--- src/ufic_params.svh ---
`ifndef UFIC_PARAMS_SVH
`define UFIC_PARAMS_SVH
// ==========================================================================
// storage geometry
`define UFIC_PTR_W 4
`define UFIC_DEPTH 5'h10
`define UFIC_ONE_SLOT 5'h01
// ==========================================================================
// register offsets
`define UFIC_OFF_DATA 3'h0
`define UFIC_OFF_IER 3'h1
`define UFIC_OFF_QCTL 3'h2
// ==========================================================================
// irq_enable_mask fields and reset value
`define UFIC_IER_RDA 0
`define UFIC_IER_THRE 1
`define UFIC_IER_LS 2
`define UFIC_IER_MS 3
`define UFIC_IER_RST 4'h0
// ==========================================================================
// queue_control fields and reset value
`define UFIC_QC_EN 0
`define UFIC_QC_RXCLR 1
`define UFIC_QC_TXCLR 2
`define UFIC_QC_TRIG_LO 6
`define UFIC_QC_TRIG_HI 7
`define UFIC_TRIG_RST 2'h0
// ==========================================================================
// receive trigger levels in bytes
`define UFIC_TRIG_1 5'h01
`define UFIC_TRIG_4 5'h04
`define UFIC_TRIG_8 5'h08
`define UFIC_TRIG_14 5'h0E
// ==========================================================================
// irq_source_id source codes
`define UFIC_ID_NONE 4'h1
`define UFIC_ID_LS 4'h6
`define UFIC_ID_RDA 4'h4
`define UFIC_ID_TO 4'hC
`define UFIC_ID_THRE 4'h2
`define UFIC_ID_MS 4'h0
// ==========================================================================
// timing in bit ticks
`define UFIC_CHAR_BITS 10
`define UFIC_TO_CHARS 4
`define UFIC_TO_TICKS 6'(`UFIC_CHAR_BITS * `UFIC_TO_CHARS)
`define UFIC_TX_FRAME 4'hA
`define UFIC_RX_LAST 3'h7
`endif

--- src/ufic_pkg.sv ---
`include "ufic_params.svh"
// ==========================================================================
// shared types
package ufic_pkg;
    typedef logic [7:0] ufic_byte_t; // one character
    typedef logic [`UFIC_PTR_W-1:0] ufic_ptr_t; // storage slot index
    typedef logic [`UFIC_PTR_W:0] ufic_cnt_t; // fill level, 0..16
    typedef enum logic [1:0] {RX_IDLE, RX_DATA, RX_STOP} ufic_rx_st_e; // receive shifter
    typedef enum logic {TX_IDLE, TX_SHIFT} ufic_tx_st_e; // transmit shifter
endpackage

--- src/ufic_mem_if.sv ---
// ==========================================================================
// storage port between the core and one character memory
interface ufic_mem_if;
    import ufic_pkg::*;
    logic we; // write enable
    ufic_ptr_t waddr; // write slot
    ufic_byte_t wdata; // write character
    ufic_ptr_t raddr; // read slot
    ufic_byte_t rdata; // registered read character
    modport ctl (output we, output waddr, output wdata, output raddr, input rdata);
    modport mem (input we, input waddr, input wdata, input raddr, output rdata);
endinterface

--- src/ufic_mem.sv ---
// ==========================================================================
// sixteen character store, read data from a register with write bypass
module ufic_mem
    import ufic_pkg::*;
(
    input wire logic ref_clk,
    ufic_mem_if.mem port
);
    ufic_byte_t store_r [0:`UFIC_DEPTH-1]; // character slots

    // write port
    always_ff @(posedge ref_clk) begin
        if (port.we) begin
            store_r[port.waddr] <= port.wdata;
        end
    end

    // read register: a same-edge write to the read slot is passed through
    always_ff @(posedge ref_clk) begin
        if (port.we && (port.waddr == port.raddr)) begin
            port.rdata <= port.wdata;
        end else begin
            port.rdata <= store_r[port.raddr];
        end
    end
endmodule

--- src/ufic_core.sv ---
// Operation
// - data travels least significant bit first
// - receive shifter feeds holding register at 0
// - transmit shifter loads after previous byte done
// - enable bit0 data/timeout, bit1 transmit empty
// - enable bit2 gates line status interrupt
// - enable bit3 modem status; bits 7:4 zero
// - no enables means no identification or output
// - queue enable bit; clearing empties both queues
// - bit1 flushes receive queue, shifter kept
// - bit2 flushes transmit queue, shifter kept
// - bit3 inert; bits 5:4 reserved
// - bits 7:6 pick trigger 1/4/8/14
// - report highest: line, data, empty, modem
// - identification stays stable during its read
// - id bit0 low when something pending
// - id source codes 1,6,4,C,2,0
// - id bit3 only for timeout in queue mode
// - id bits 7:6 follow queue enable; 5:4 zero
// - timeout after four idle character times
// - data interrupt drops on read or below trigger
// - empty interrupt clears on id read or write
// - divisor latch select steers offsets 0 and 1
// - interrupt output driven only when gate set
`include "ufic_params.svh"
module ufic_core
    import ufic_pkg::*;
(
    input wire logic ref_clk,
    input wire logic sys_rst,
    input wire logic [2:0] reg_addr,
    input wire logic [7:0] reg_wdata,
    input wire logic reg_wr,
    input wire logic reg_rd,
    output logic [7:0] reg_rdata,
    input wire logic divisor_latch_select,
    input wire logic irq_output_gate,
    input wire logic line_status_pending,
    input wire logic modem_status_pending,
    input wire logic bit_tick,
    input wire logic serial_in,
    output logic serial_out,
    output logic rx_overrun,
    output logic irq_out,
    output logic irq_oe
);
    // ======================================================================
    // decode helper
    // true when the access hits offset off; data and enable need latch select low
    function automatic logic reg_hit(input logic [2:0] addr, input logic [2:0] off,
                                     input logic dls);
        reg_hit = (addr == off) && ((off == `UFIC_OFF_QCTL) || !dls);
    endfunction

    // ======================================================================
    // declarations
    ufic_mem_if tx_mif (); // transmit store port
    ufic_mem_if rx_mif (); // receive store port

    logic [3:0] ier_r; // irq_enable_mask bits 3:0
    logic fifo_en_r; // queue mode on
    logic [1:0] trig_r; // receive trigger select
    logic thre_pend_r; // transmit empty interrupt pending
    logic [5:0] to_cnt_r; // idle bit ticks for timeout
    logic [7:0] reg_rdata_r; // read data register
    logic serial_out_r; // line output register
    logic rx_overrun_r; // overrun pulse register
    logic irq_out_r; // interrupt output register
    logic irq_oe_r; // interrupt enable-to-drive register

    ufic_ptr_t tx_head_r, tx_tail_r; // transmit read / write slots
    ufic_cnt_t tx_cnt_r; // transmit fill
    ufic_ptr_t rx_head_r, rx_tail_r; // receive read / write slots
    ufic_cnt_t rx_cnt_r; // receive fill

    ufic_tx_st_e tx_st_r; // transmit shifter state
    logic [9:0] tx_sh_r; // start, data, stop frame
    logic [3:0] tx_bits_r; // frame bits still to send
    ufic_rx_st_e rx_st_r; // receive shifter state
    ufic_byte_t rx_sh_r; // assembling character
    logic [2:0] rx_bits_r; // data bit index

    // ======================================================================
    // access decode
    wire wr_data = reg_wr && reg_hit(reg_addr, `UFIC_OFF_DATA, divisor_latch_select);
    wire rd_data = reg_rd && reg_hit(reg_addr, `UFIC_OFF_DATA, divisor_latch_select);
    wire wr_ier = reg_wr && reg_hit(reg_addr, `UFIC_OFF_IER, divisor_latch_select);
    wire rd_ier = reg_rd && reg_hit(reg_addr, `UFIC_OFF_IER, divisor_latch_select);
    wire wr_qctl = reg_wr && reg_hit(reg_addr, `UFIC_OFF_QCTL, divisor_latch_select);
    wire rd_iir = reg_rd && reg_hit(reg_addr, `UFIC_OFF_QCTL, divisor_latch_select);

    // ======================================================================
    // queue control decode
    wire qc_en = reg_wdata[`UFIC_QC_EN]; // new mode bit
    wire mode_flip = wr_qctl && (qc_en != fifo_en_r); // any mode change empties queues
    // other bits act only alongside bit0 set; bit3 and bits 5:4 are ignored
    wire rx_flush = mode_flip || (wr_qctl && qc_en && reg_wdata[`UFIC_QC_RXCLR]);
    wire tx_flush = mode_flip || (wr_qctl && qc_en && reg_wdata[`UFIC_QC_TXCLR]);
    wire [1:0] trig_nxt = {reg_wdata[`UFIC_QC_TRIG_HI], reg_wdata[`UFIC_QC_TRIG_LO]};

    // ======================================================================
    // capacity: sixteen in queue mode, a single holding slot otherwise
    wire ufic_cnt_t cap = fifo_en_r ? `UFIC_DEPTH : `UFIC_ONE_SLOT;
    wire tx_full = (tx_cnt_r == cap);
    wire tx_empty = (tx_cnt_r == '0);
    wire rx_full = (rx_cnt_r == cap);
    wire rx_empty = (rx_cnt_r == '0);

    // ======================================================================
    // transmit queue moves
    wire tx_push = wr_data && !tx_full && !tx_flush; // full queue drops the write
    wire tx_pop = bit_tick && (tx_st_r == TX_IDLE) && !tx_empty && !tx_flush;

    // ======================================================================
    // receive queue moves
    wire rx_done = bit_tick && (rx_st_r == RX_STOP); // character complete
    wire rx_over = rx_done && rx_full; // no free slot
    // non-queue mode overwrites the unread character, queue mode drops it
    wire rx_push = rx_done && !rx_flush && (!rx_full || !fifo_en_r);
    wire rx_adv = rx_push && !rx_full; // push that takes a new slot
    wire rx_pop = rd_data && !rx_empty && !rx_flush;

    // ======================================================================
    // interrupt sources
    wire ufic_cnt_t trig_lvl = (trig_r == 2'h0) ? `UFIC_TRIG_1 :
                               (trig_r == 2'h1) ? `UFIC_TRIG_4 :
                               (trig_r == 2'h2) ? `UFIC_TRIG_8 : `UFIC_TRIG_14;
    wire rda_lvl = fifo_en_r ? (rx_cnt_r >= trig_lvl) : !rx_empty;
    wire timeout = fifo_en_r && (to_cnt_r == `UFIC_TO_TICKS);
    wire src_ls = ier_r[`UFIC_IER_LS] && line_status_pending;
    wire src_rda = ier_r[`UFIC_IER_RDA] && rda_lvl;
    wire src_to = ier_r[`UFIC_IER_RDA] && timeout;
    wire src_thre = ier_r[`UFIC_IER_THRE] && thre_pend_r;
    wire src_ms = ier_r[`UFIC_IER_MS] && modem_status_pending;
    // priority chain, highest first; with no enables every source is gated off
    wire [3:0] id_code = src_ls ? `UFIC_ID_LS :
                         src_rda ? `UFIC_ID_RDA :
                         src_to ? `UFIC_ID_TO :
                         src_thre ? `UFIC_ID_THRE :
                         src_ms ? `UFIC_ID_MS : `UFIC_ID_NONE;
    wire irq_pending = !id_code[0];
    // bits 7:6 mirror the mode, bits 5:4 zero
    wire [7:0] iir_val = {fifo_en_r, fifo_en_r, 2'b00, id_code};

    // ======================================================================
    // transmit empty events
    wire thre_set = (tx_pop && (tx_cnt_r == `UFIC_ONE_SLOT))
                    || (tx_flush && !tx_empty)
                    || (wr_ier && reg_wdata[`UFIC_IER_THRE] && !ier_r[`UFIC_IER_THRE] && tx_empty);
    // the read snapshot and this clear use the same code, so they agree
    wire thre_clr = wr_data || (rd_iir && (id_code == `UFIC_ID_THRE));

    // ======================================================================
    // read mux: reserved and foreign offsets read zero
    wire [7:0] rd_mux = rd_data ? rx_mif.rdata :
                        rd_ier ? {4'h0, ier_r} :
                        rd_iir ? iir_val : 8'h00;

    // ======================================================================
    // storage ports
    assign tx_mif.we = tx_push;
    assign tx_mif.waddr = tx_tail_r;
    assign tx_mif.wdata = reg_wdata;
    assign tx_mif.raddr = tx_head_r;
    assign rx_mif.we = rx_push;
    assign rx_mif.waddr = rx_full ? rx_head_r : rx_tail_r;
    assign rx_mif.wdata = rx_sh_r;
    assign rx_mif.raddr = rx_pop ? rx_head_r + 1'b1 : rx_head_r; // next head after a pop

    ufic_mem u_tx_mem (
        .ref_clk(ref_clk),
        .port(tx_mif.mem)
    );

    ufic_mem u_rx_mem (
        .ref_clk(ref_clk),
        .port(rx_mif.mem)
    );

    // ======================================================================
    // software registers
    always_ff @(posedge ref_clk) begin
        if (sys_rst) begin
            ier_r <= `UFIC_IER_RST;
            fifo_en_r <= 1'b0;
            trig_r <= `UFIC_TRIG_RST;
        end else begin
            if (wr_ier) begin
                ier_r <= reg_wdata[3:0];
            end
            if (wr_qctl) begin
                fifo_en_r <= qc_en;
            end
            if (wr_qctl && qc_en) begin
                trig_r <= trig_nxt;
            end
        end
    end

    // ======================================================================
    // transmit queue pointers
    always_ff @(posedge ref_clk) begin
        if (sys_rst || tx_flush) begin
            tx_head_r <= '0;
            tx_tail_r <= '0;
            tx_cnt_r <= '0;
        end else begin
            if (tx_push) begin
                tx_tail_r <= tx_tail_r + 1'b1;
            end
            if (tx_pop) begin
                tx_head_r <= tx_head_r + 1'b1;
            end
            tx_cnt_r <= tx_cnt_r + ufic_cnt_t'(tx_push) - ufic_cnt_t'(tx_pop);
        end
    end

    // ======================================================================
    // receive queue pointers
    always_ff @(posedge ref_clk) begin
        if (sys_rst || rx_flush) begin
            rx_head_r <= '0;
            rx_tail_r <= '0;
            rx_cnt_r <= '0;
        end else begin
            if (rx_adv) begin
                rx_tail_r <= rx_tail_r + 1'b1;
            end
            if (rx_pop) begin
                rx_head_r <= rx_head_r + 1'b1;
            end
            rx_cnt_r <= rx_cnt_r + ufic_cnt_t'(rx_adv) - ufic_cnt_t'(rx_pop);
        end
    end

    // ======================================================================
    // transmit shifter, never touched by a flush
    always_ff @(posedge ref_clk) begin
        if (sys_rst) begin
            tx_st_r <= TX_IDLE;
            tx_sh_r <= '1;
            tx_bits_r <= '0;
            serial_out_r <= 1'b1;
        end else begin
            case (tx_st_r)
                TX_IDLE: begin
                    if (tx_pop) begin
                        tx_sh_r <= {1'b1, tx_mif.rdata, 1'b0};
                        tx_bits_r <= `UFIC_TX_FRAME;
                        tx_st_r <= TX_SHIFT;
                    end
                end
                TX_SHIFT: begin
                    if (bit_tick) begin
                        serial_out_r <= tx_sh_r[0];
                        tx_sh_r <= {1'b1, tx_sh_r[9:1]};
                        tx_bits_r <= tx_bits_r - 1'b1;
                        if (tx_bits_r == 4'h1) begin
                            tx_st_r <= TX_IDLE;
                        end
                    end
                end
                default: begin
                    tx_st_r <= TX_IDLE;
                end
            endcase
        end
    end

    // ======================================================================
    // receive shifter: start, eight data bits, stop
    always_ff @(posedge ref_clk) begin
        if (sys_rst) begin
            rx_st_r <= RX_IDLE;
            rx_sh_r <= '0;
            rx_bits_r <= '0;
        end else if (bit_tick) begin
            case (rx_st_r)
                RX_IDLE: begin
                    if (!serial_in) begin
                        rx_bits_r <= '0;
                        rx_st_r <= RX_DATA;
                    end
                end
                RX_DATA: begin
                    rx_sh_r <= {serial_in, rx_sh_r[7:1]};
                    rx_bits_r <= rx_bits_r + 1'b1;
                    if (rx_bits_r == `UFIC_RX_LAST) begin
                        rx_st_r <= RX_STOP;
                    end
                end
                RX_STOP: begin
                    rx_st_r <= RX_IDLE;
                end
                default: begin
                    rx_st_r <= RX_IDLE;
                end
            endcase
        end
    end

    // ======================================================================
    // character timeout: any queue activity or an empty queue restarts it
    always_ff @(posedge ref_clk) begin
        if (sys_rst || !fifo_en_r || rx_empty || rx_push || rx_pop || rx_flush) begin
            to_cnt_r <= '0;
        end else if (bit_tick && (to_cnt_r != `UFIC_TO_TICKS)) begin
            to_cnt_r <= to_cnt_r + 1'b1;
        end
    end

    // ======================================================================
    // transmit empty pending, a set beats a clear in the same cycle
    always_ff @(posedge ref_clk) begin
        if (sys_rst) begin
            thre_pend_r <= 1'b0;
        end else begin
            thre_pend_r <= thre_set || (thre_pend_r && !thre_clr);
        end
    end

    // ======================================================================
    // output registers
    always_ff @(posedge ref_clk) begin
        if (sys_rst) begin
            reg_rdata_r <= 8'h00;
            rx_overrun_r <= 1'b0;
            irq_out_r <= 1'b0;
            irq_oe_r <= 1'b0;
        end else begin
            reg_rdata_r <= rd_mux;
            rx_overrun_r <= rx_over;
            irq_out_r <= irq_output_gate && irq_pending;
            irq_oe_r <= irq_output_gate;
        end
    end

    assign reg_rdata = reg_rdata_r;
    assign serial_out = serial_out_r;
    assign rx_overrun = rx_overrun_r;
    assign irq_out = irq_out_r;
    assign irq_oe = irq_oe_r;
endmodule

--- config.mk ---
export PLATFORM = sky130hd
export DESIGN_NAME = ufic_core
export DESIGN_NICKNAME = d
export VERILOG_FILES = /design/src/ufic_pkg.sv /design/src/ufic_mem_if.sv /design/src/ufic_mem.sv /design/src/ufic_core.sv
export VERILOG_INCLUDE_DIRS = /design/src
export SDC_FILE = /design/constraint.sdc
export NUM_CORES = 1
export LEC_CHECK = 0
export ABC_CLOCK_PERIOD_IN_PS = 5800
export BUFFER_PORTS_ARGS = -buffer_cell sky130_fd_sc_hd__buf_4
export CAP_MARGIN = 10
export CORE_ASPECT_RATIO = 0.5
export CORE_MARGIN = 2
export CORE_UTILIZATION = 30
export CTS_CLUSTER_DIAMETER = 120
export DETAILED_ROUTE_END_ITERATION = 8
export GPL_ROUTABILITY_DRIVEN = 0
export GPL_TIMING_DRIVEN = 0
export MAX_ROUTING_LAYER = met4
export SLEW_MARGIN = 20
export SYNTH_ARGS = -nofsm -noshare
export SYNTH_HDL_FRONTEND = slang
export SYNTH_SLANG_ARGS = --single-unit
--- constraint.sdc ---
create_clock -name ref_clk -period 5.8 [get_ports ref_clk]
set_input_delay 0.87 -clock ref_clk [delete_from_list [all_inputs] [get_ports ref_clk]]
set_output_delay 0.87 -clock ref_clk [all_outputs]
set_load 0.005 [all_outputs]
### Word level (Yosys, flattened, before mapping)

Memories as Yosys holds them, arrays and structs flattened. A register that Yosys moved wholly into a read port is not among the register bits.
Cells that the tools add are included.

* add/subtract/negate cells: 11
* $lt $le $gt $ge: 1
* equality and inequality tests: 19
* muxes and demuxes: 34
* bitwise gates (word level): 1
* reduce and logical (&&, ||, !) cells: 75

Operators with widths (count)
* $logic_and 1x1->1: 39
* $mux 4: 9
* $mux 8: 3
* $mux 10: 2
* $pmux 10 s2: 1
* $add 4x1->4 const B: 4
* $logic_or 1x1->1: 14
* $logic_not 1->1: 11
* $add 5x1->5: 2
* $eq 5x5->1: 2
* $logic_not 5->1: 2
* $sub 5x1->5: 2
* $mux 1: 9
* $ne 2x2->1 const B: 4
* $pmux 4 s2: 1
* $add 6x1->6 const B: 1
* $eq 6x6->1 const B: 1
* $mux 2: 3
* $mux 3: 2
* $ne 6x6->1 const B: 1
* $pmux 3 s2: 1
* $reduce_and 2->1: 3
* $reduce_and 3->1: 2
* $eq 5x1->1 const B: 1
* 18 further kinds: 21

* bits in registers: 80
* RAM bits: 256
* input bits: 21
* word-level logic and storage cells: 165
* memories kept: 2

Memory list
* u_rx_mem.store_r: words 16, bits a word 8, rd ports 1, clocked after memory_dff 1, wr ports 1, line ufic_mem.sv:9 `` ufic_byte_t store_r [0:`UFIC_DEPTH-1]; ``
* u_tx_mem.store_r: words 16, bits a word 8, rd ports 1, clocked after memory_dff 1, wr ports 1, line ufic_mem.sv:9

### Depth between registers and ports, before layout

* depth after elaboration: 15
* gate-level depth with buffers: 16
* gate-level depth less buffers: 16

### Cells and area by module

Synthesis repeated with hierarchy kept, for this count alone.

* cells, all modules: 918
* area total of the unflattened synthesis: 14264.9 µm²

Modules (own cells, without submodules)
* ufic_mem: instances 2, cells an instance 225, area an instance 5067.4 µm², seq. area each 3923.8 µm²
* ufic_core: instances 1, cells an instance 468, area an instance 4130.2 µm², seq. area each 1581.5 µm²

### Worst setup path before layout

OpenSTA, ideal clock, no wires.

* path kind: input port to flip-flop
* start: input port reg_wdata[0]
* end: register rx_cnt_r[4]
* library setup time: 0.071 ns
* arrival: 3.118 ns
* data required time: 5.729 ns
* slack: 2.612 ns
* stages: 15
* buffers on the path: 1
* cells stage by stage: clkbuf_1 -> nand3b_1 -> o211ai_1 -> nor3b_2 -> inv_1 -> ha_1 -> inv_1 -> ha_1 -> inv_1 -> fa_1 -> inv_1 -> a21oi_1 -> nor2_1 -> or3_1 -> a21oi_1

* longest elaborated chain between the ends: 9
* elaborated cells on any way between the ends: 13
* those cells by class: add/sub: 2; eq/ne: 1; reduce/logical: 10

Ends and longest elaborated chain
* start: declaration: line ufic_core.sv:32 `input wire logic [7:0] reg_wdata,`
* $ne 1x1->1 or $logic_and 1x1->1 (tied branches): line ufic_core.sv:95, ufic_core.sv:97
* $logic_and 1x1->1 (on tied branches): line ufic_core.sv:95, ufic_core.sv:97
* $logic_or 1x1->1 (*): line ufic_core.sv:97 `` wire rx_flush = mode_flip || (wr_qctl && qc_en && reg_wdata[`UFIC_QC_RXCLR]); ``
* $logic_not 1->1: line ufic_core.sv:119, ufic_core.sv:121
* $logic_and 1x1->1 (2 in a row): line ufic_core.sv:119 `wire rx_push = rx_done && !rx_flush && (!rx_full || !fifo_en_r);`
* $logic_and 1x1->1: line ufic_core.sv:120 `wire rx_adv = rx_push && !rx_full;`
* $add 5x1->5: line ufic_core.sv:232 `rx_cnt_r <= rx_cnt_r + ufic_cnt_t'(rx_adv) - ufic_cnt_t'(rx_pop);`
* $sub 5x1->5: line ufic_core.sv:232
* end signal: assignment: line ufic_core.sv:232
* end: declaration: line ufic_core.sv:74 `ufic_cnt_t rx_cnt_r;`

Mark *: on every way between the ends. The rest lies on a longest branch, timed or not.
A chain may end at the register's enable or synchronous reset.

### Final worst setup path

Same ends and word-level chain as after synthesis.

==> impl_metrics.yaml <==
clock_tree:
  path_clk_slew_ns: 0.06
  clk_latency_ns: 0.54
  ctsResizeCount: 0
  clockBufferDepth: 3
  root_buffer: "clkbuf_16"
  htreeDepth: 2
  numCtsBuffers: 35
  numClockSinks: 343
  cts_tree: "done"
  post-cts-setup-buffers: 0
  postCtsHoldBufs: 0
logic_synthesis:
  synth-simple-area-share_pct: 8.364
  ys.flop_type: "edfxtp_1"
  synth-seq-cells: 343
  netlist_area_sq_um: 14080
  synth_edf_count: 256
  seq_area_frac_synth_pct: 66.99
  async_reset_ff_share_pct: 0
  synth_cell_type_count: 70
  synthAdderAreaFrac_pct: 2.862
  synth_compound_area_share_pct: 5.796
  synth_xor_xnor_area_share_pct: 1.556
  synth_nets: 965
  syn_area_per_cell_sq_um: 15.42
  postSynthCellCount: 913
  synth_top_family_by_area: "multiplexers"
  yosys_warnings: 0
  synth.area.mux_share_pct: 11.78
worst_setup_path:
  crit_type: "input port to register"
  crit_path_start: "reg_wdata[0]"
  critPathTopFamily: "simple AND/OR/NAND/NOR gates"
  crit_chain: "buf_4 -> clkbuf_1 -> nand3b_1 -> o211ai_1 -> nor3b_2 -> inv_1 -> ha_1 -> inv_1 -> ha_1 -> inv_1 -> fa_1 -> inv_1 -> a21oi_1 -> nor2_1 -> or3_1 -> a21oi_1"
  reg2reg_from: "tx_cnt_r[3]"
  worstPathArrival_ns: 3.79
  path_common_cell: "inv_1"
  timing.rr.end: "tx_cnt_r[4]"
  required_ns: 6.25
  path_max_fanout: 17
  critPathCapture: "rx_cnt_r[4]"
  worst-r2r-setup-slack_ns: 2.60
  slowest_delay_ns: 0.47
  r2r_cells: 16
  cp_num_cells: 16
  start_kind: "input port"
  cp_num_buf_inv: 6
  end_kind: "register"
  slowest_stage: "nor3b_2"
route:
  drc: 0
  first_pass_iters: 5
  vias: 7821
  ant_nets: 0
  drt-total-wl_microns: 30070
  drt-initial-drc-count: 563
  avgRoutedWirePerCell_microns: 18.28
  viasPerCell: 4.754
run:
  max_cap_violations: 0
timing:
  fin_crit_ns: 3.333
  finClkSkew_ns: 0.02307
  fmax_mhz: 300.0
  tightestPinTransition_ns: 1.124
  slew_violations: 0
  finalSetupViolCount: 0
  fin_tns_setup_ns: 0
  grt_setup_unrepaired: "false"
  hold_viol: 0
  slew_headroom_pct: 24.78
  period_share_pct: 57.47
floorplanning:
  die_h_microns: 157.2
  die_area_sq_um: 48770
  core_area_sq_um: 46590
  rows: 56
  start_util_pct: 30.21
  die_x_microns: 310.3
  num_io_pins: 33
placement:
  port_buffers: 31
  dp_hpwl_microns: 20110
  place_area_sq_um: 15130
grt:
  grt_pass1_wl_microns: 46230
  overflow: 0
  grt_max_degree: 20
  grt_use_total_pct: 12.92
  grt_pass1_vias: 8158
  antenna_found_initial: 0
finish:
  layout-drive-gt1-share_pct: 18.77
  final_cell_area_sq_um: 16300
  fin_nets: 1033
  multi_input_area_sq_um: 4300
  areaGrowthSynthToFinish_pct: 15.80
  num-fill-cells: 4398
  diodes: 0
  regArea_sq_um: 9429
min_path:
  hp-class: "register to register"
power:
  p_leak_uw: 0.005232
  ir_worst_vdd_v: 0.0001904
  p_per_area_nw_per_um2: 358.1
outcome:
  status: "complete, no violations"
## state kept, by name (all words and copies together), names as in the netlist, named ones only
name and count:
rx_mif.wdata 8, tx_sh_r 9, rx_head_r 4, tx_cnt_r 5, rx_bits_r 3, thre_pend_r 1
tx_st_r 1, u_rx_mem.store_r 128, tx_mif.waddr 4, irq_oe 1, irq_out 1, rx_cnt_r 5
fifo_en_r 1, tx_head_r 4, reg_rdata 8, rx_st_r 2, ier_r 4, serial_out 1
to_cnt_r 6, u_tx_mem.store_r 128, rx_overrun 1, rx_tail_r 4, trig_r 2, tx_bits_r 4
## cell usage after synthesis (3+ instances only)
cell type,number,area [sq um]
nand2b_1,12,75.07
a21oi_1,38,190.2
o21bai_1,7,52.55
a211oi_1,3,22.52
mux4_2,61,1374
a31oi_1,7,43.79
a21o_1,3,22.52
buf_2,8,40.04
nor2_1,93,349.1
o22ai_1,4,25.02
o21ai_0,3,15.01
o21ai_1,7,35.03
nand2_1,44,165.2
nor2b_1,14,87.58
a22oi_1,21,157.7
a211o_1,3,26.28
buf_4,3,22.52
xnor2_1,9,78.83
and3_1,7,43.79
mux4_1,5,131.4
a211oi_2,4,50.05
nor3_1,15,75.07
xor2_1,16,140.1
clkbuf_1,16,60.06
nand4_1,7,43.79
nand3_1,12,60.06
inv_1,34,127.6
ha_1,29,362.9
buf_1,7,26.28
dfxtp_1,87,1742
nor3b_1,9,67.56
edfxtp_1,256,7687
nand3b_1,6,45.04
mux2i_1,13,130.1
and2_1,3,18.77
buf_6,6,67.56
## worst min path at each step
stage	startpoint	endpoint	cells after the start
after global placement	tx_head_r[3]	register	0
after CTS	tx_head_r[3]	register	0
after floorplan	tx_head_r[3]	register	0
final	tx_head_r[3]	register	0
after global routing	tx_head_r[3]	register	0
after detailed placement	tx_head_r[3]	register	0
## layout by cell type (no fill, tap or decap), types with 13 or more instances in the layout
cell type and n:
dfxtp_1 87, xor2_1 16, mux2i_1 13, a22oi_1 21
a21oi_1 38, nor2_1 90, edfxtp_1 256, clkbuf_16 36
mux4_2 61, buf_4 34, nor2b_1 14, nand2_1 44
ha_1 29, clkbuf_1 23, inv_1 34
## metal layers
metal / track usage, % / up-vias / wire length, microns
li1: - / 3622 / -
met1: 15.20 / 3987 / 12830
met2: 22.79 / 171 / 15370
met3: 2.208 / 41 / 1203
met4: 3.842 / 0 / 673
met5: - / - / 0
## worst reg2reg max path: cells and delay by family, from the launching register on
kind	cells	cell delay, ns
AND/OR/NAND/NOR	5	1.27
AO/OA/AOI/OAI	2	0.25
adder cells (fa/ha/maj)	4	0.91
buffers and inverters	5	0.40
flip-flops	1	0.32
## report_power, final
group	leakage [uW]	internal (uW)	total [uW]	switching, uW
Clock	0.000566	1330	2270	936
Combinational	0.00170	382	810	429
Sequential	0.00297	2690	2760	65.5
Total	0.00523	4410	5840	1430
## kinds of logic after synthesis
kind of cell / Yosys count
multiplexers: 81
XOR/XNOR: 25
adder cells (fa/ha/maj): 31
flip-flops: 343
AO/OA/AOI/OAI: 118
AND/OR/NAND/NOR: 238
buffers and inverters: 77
## final cells by class
type | instances | share of cell area, %
repair buffers | 31 | 1.428
well taps | 638 | 4.898
clock inverters | 16 | 1.121
multi-input cells | 493 | 26.38
plain buffers | 43 | 1.512
inverters | 34 | 0.7830
flip-flops and latches | 343 | 57.85
clock buffers | 47 | 6.026
## metrics by stage
stage	instances	util [%]	hold slack [ns]	setup slack, ns	power, uW
5_1_grt	1645	34.98	0.3808	2.229	6078
4_1_cts	1645	34.97	0.3658	2.478	5900
6_report	1645	34.98	0.3656	2.467	5838
3_3_place_gp	1582	32.42	0.3589	2.030	3597
3_5_place_dp	1582	32.47	0.3584	1.944	3631
2_1_floorplan	913	-	0.3489	2.612	3409
Power figures use the tool's default switching activity.
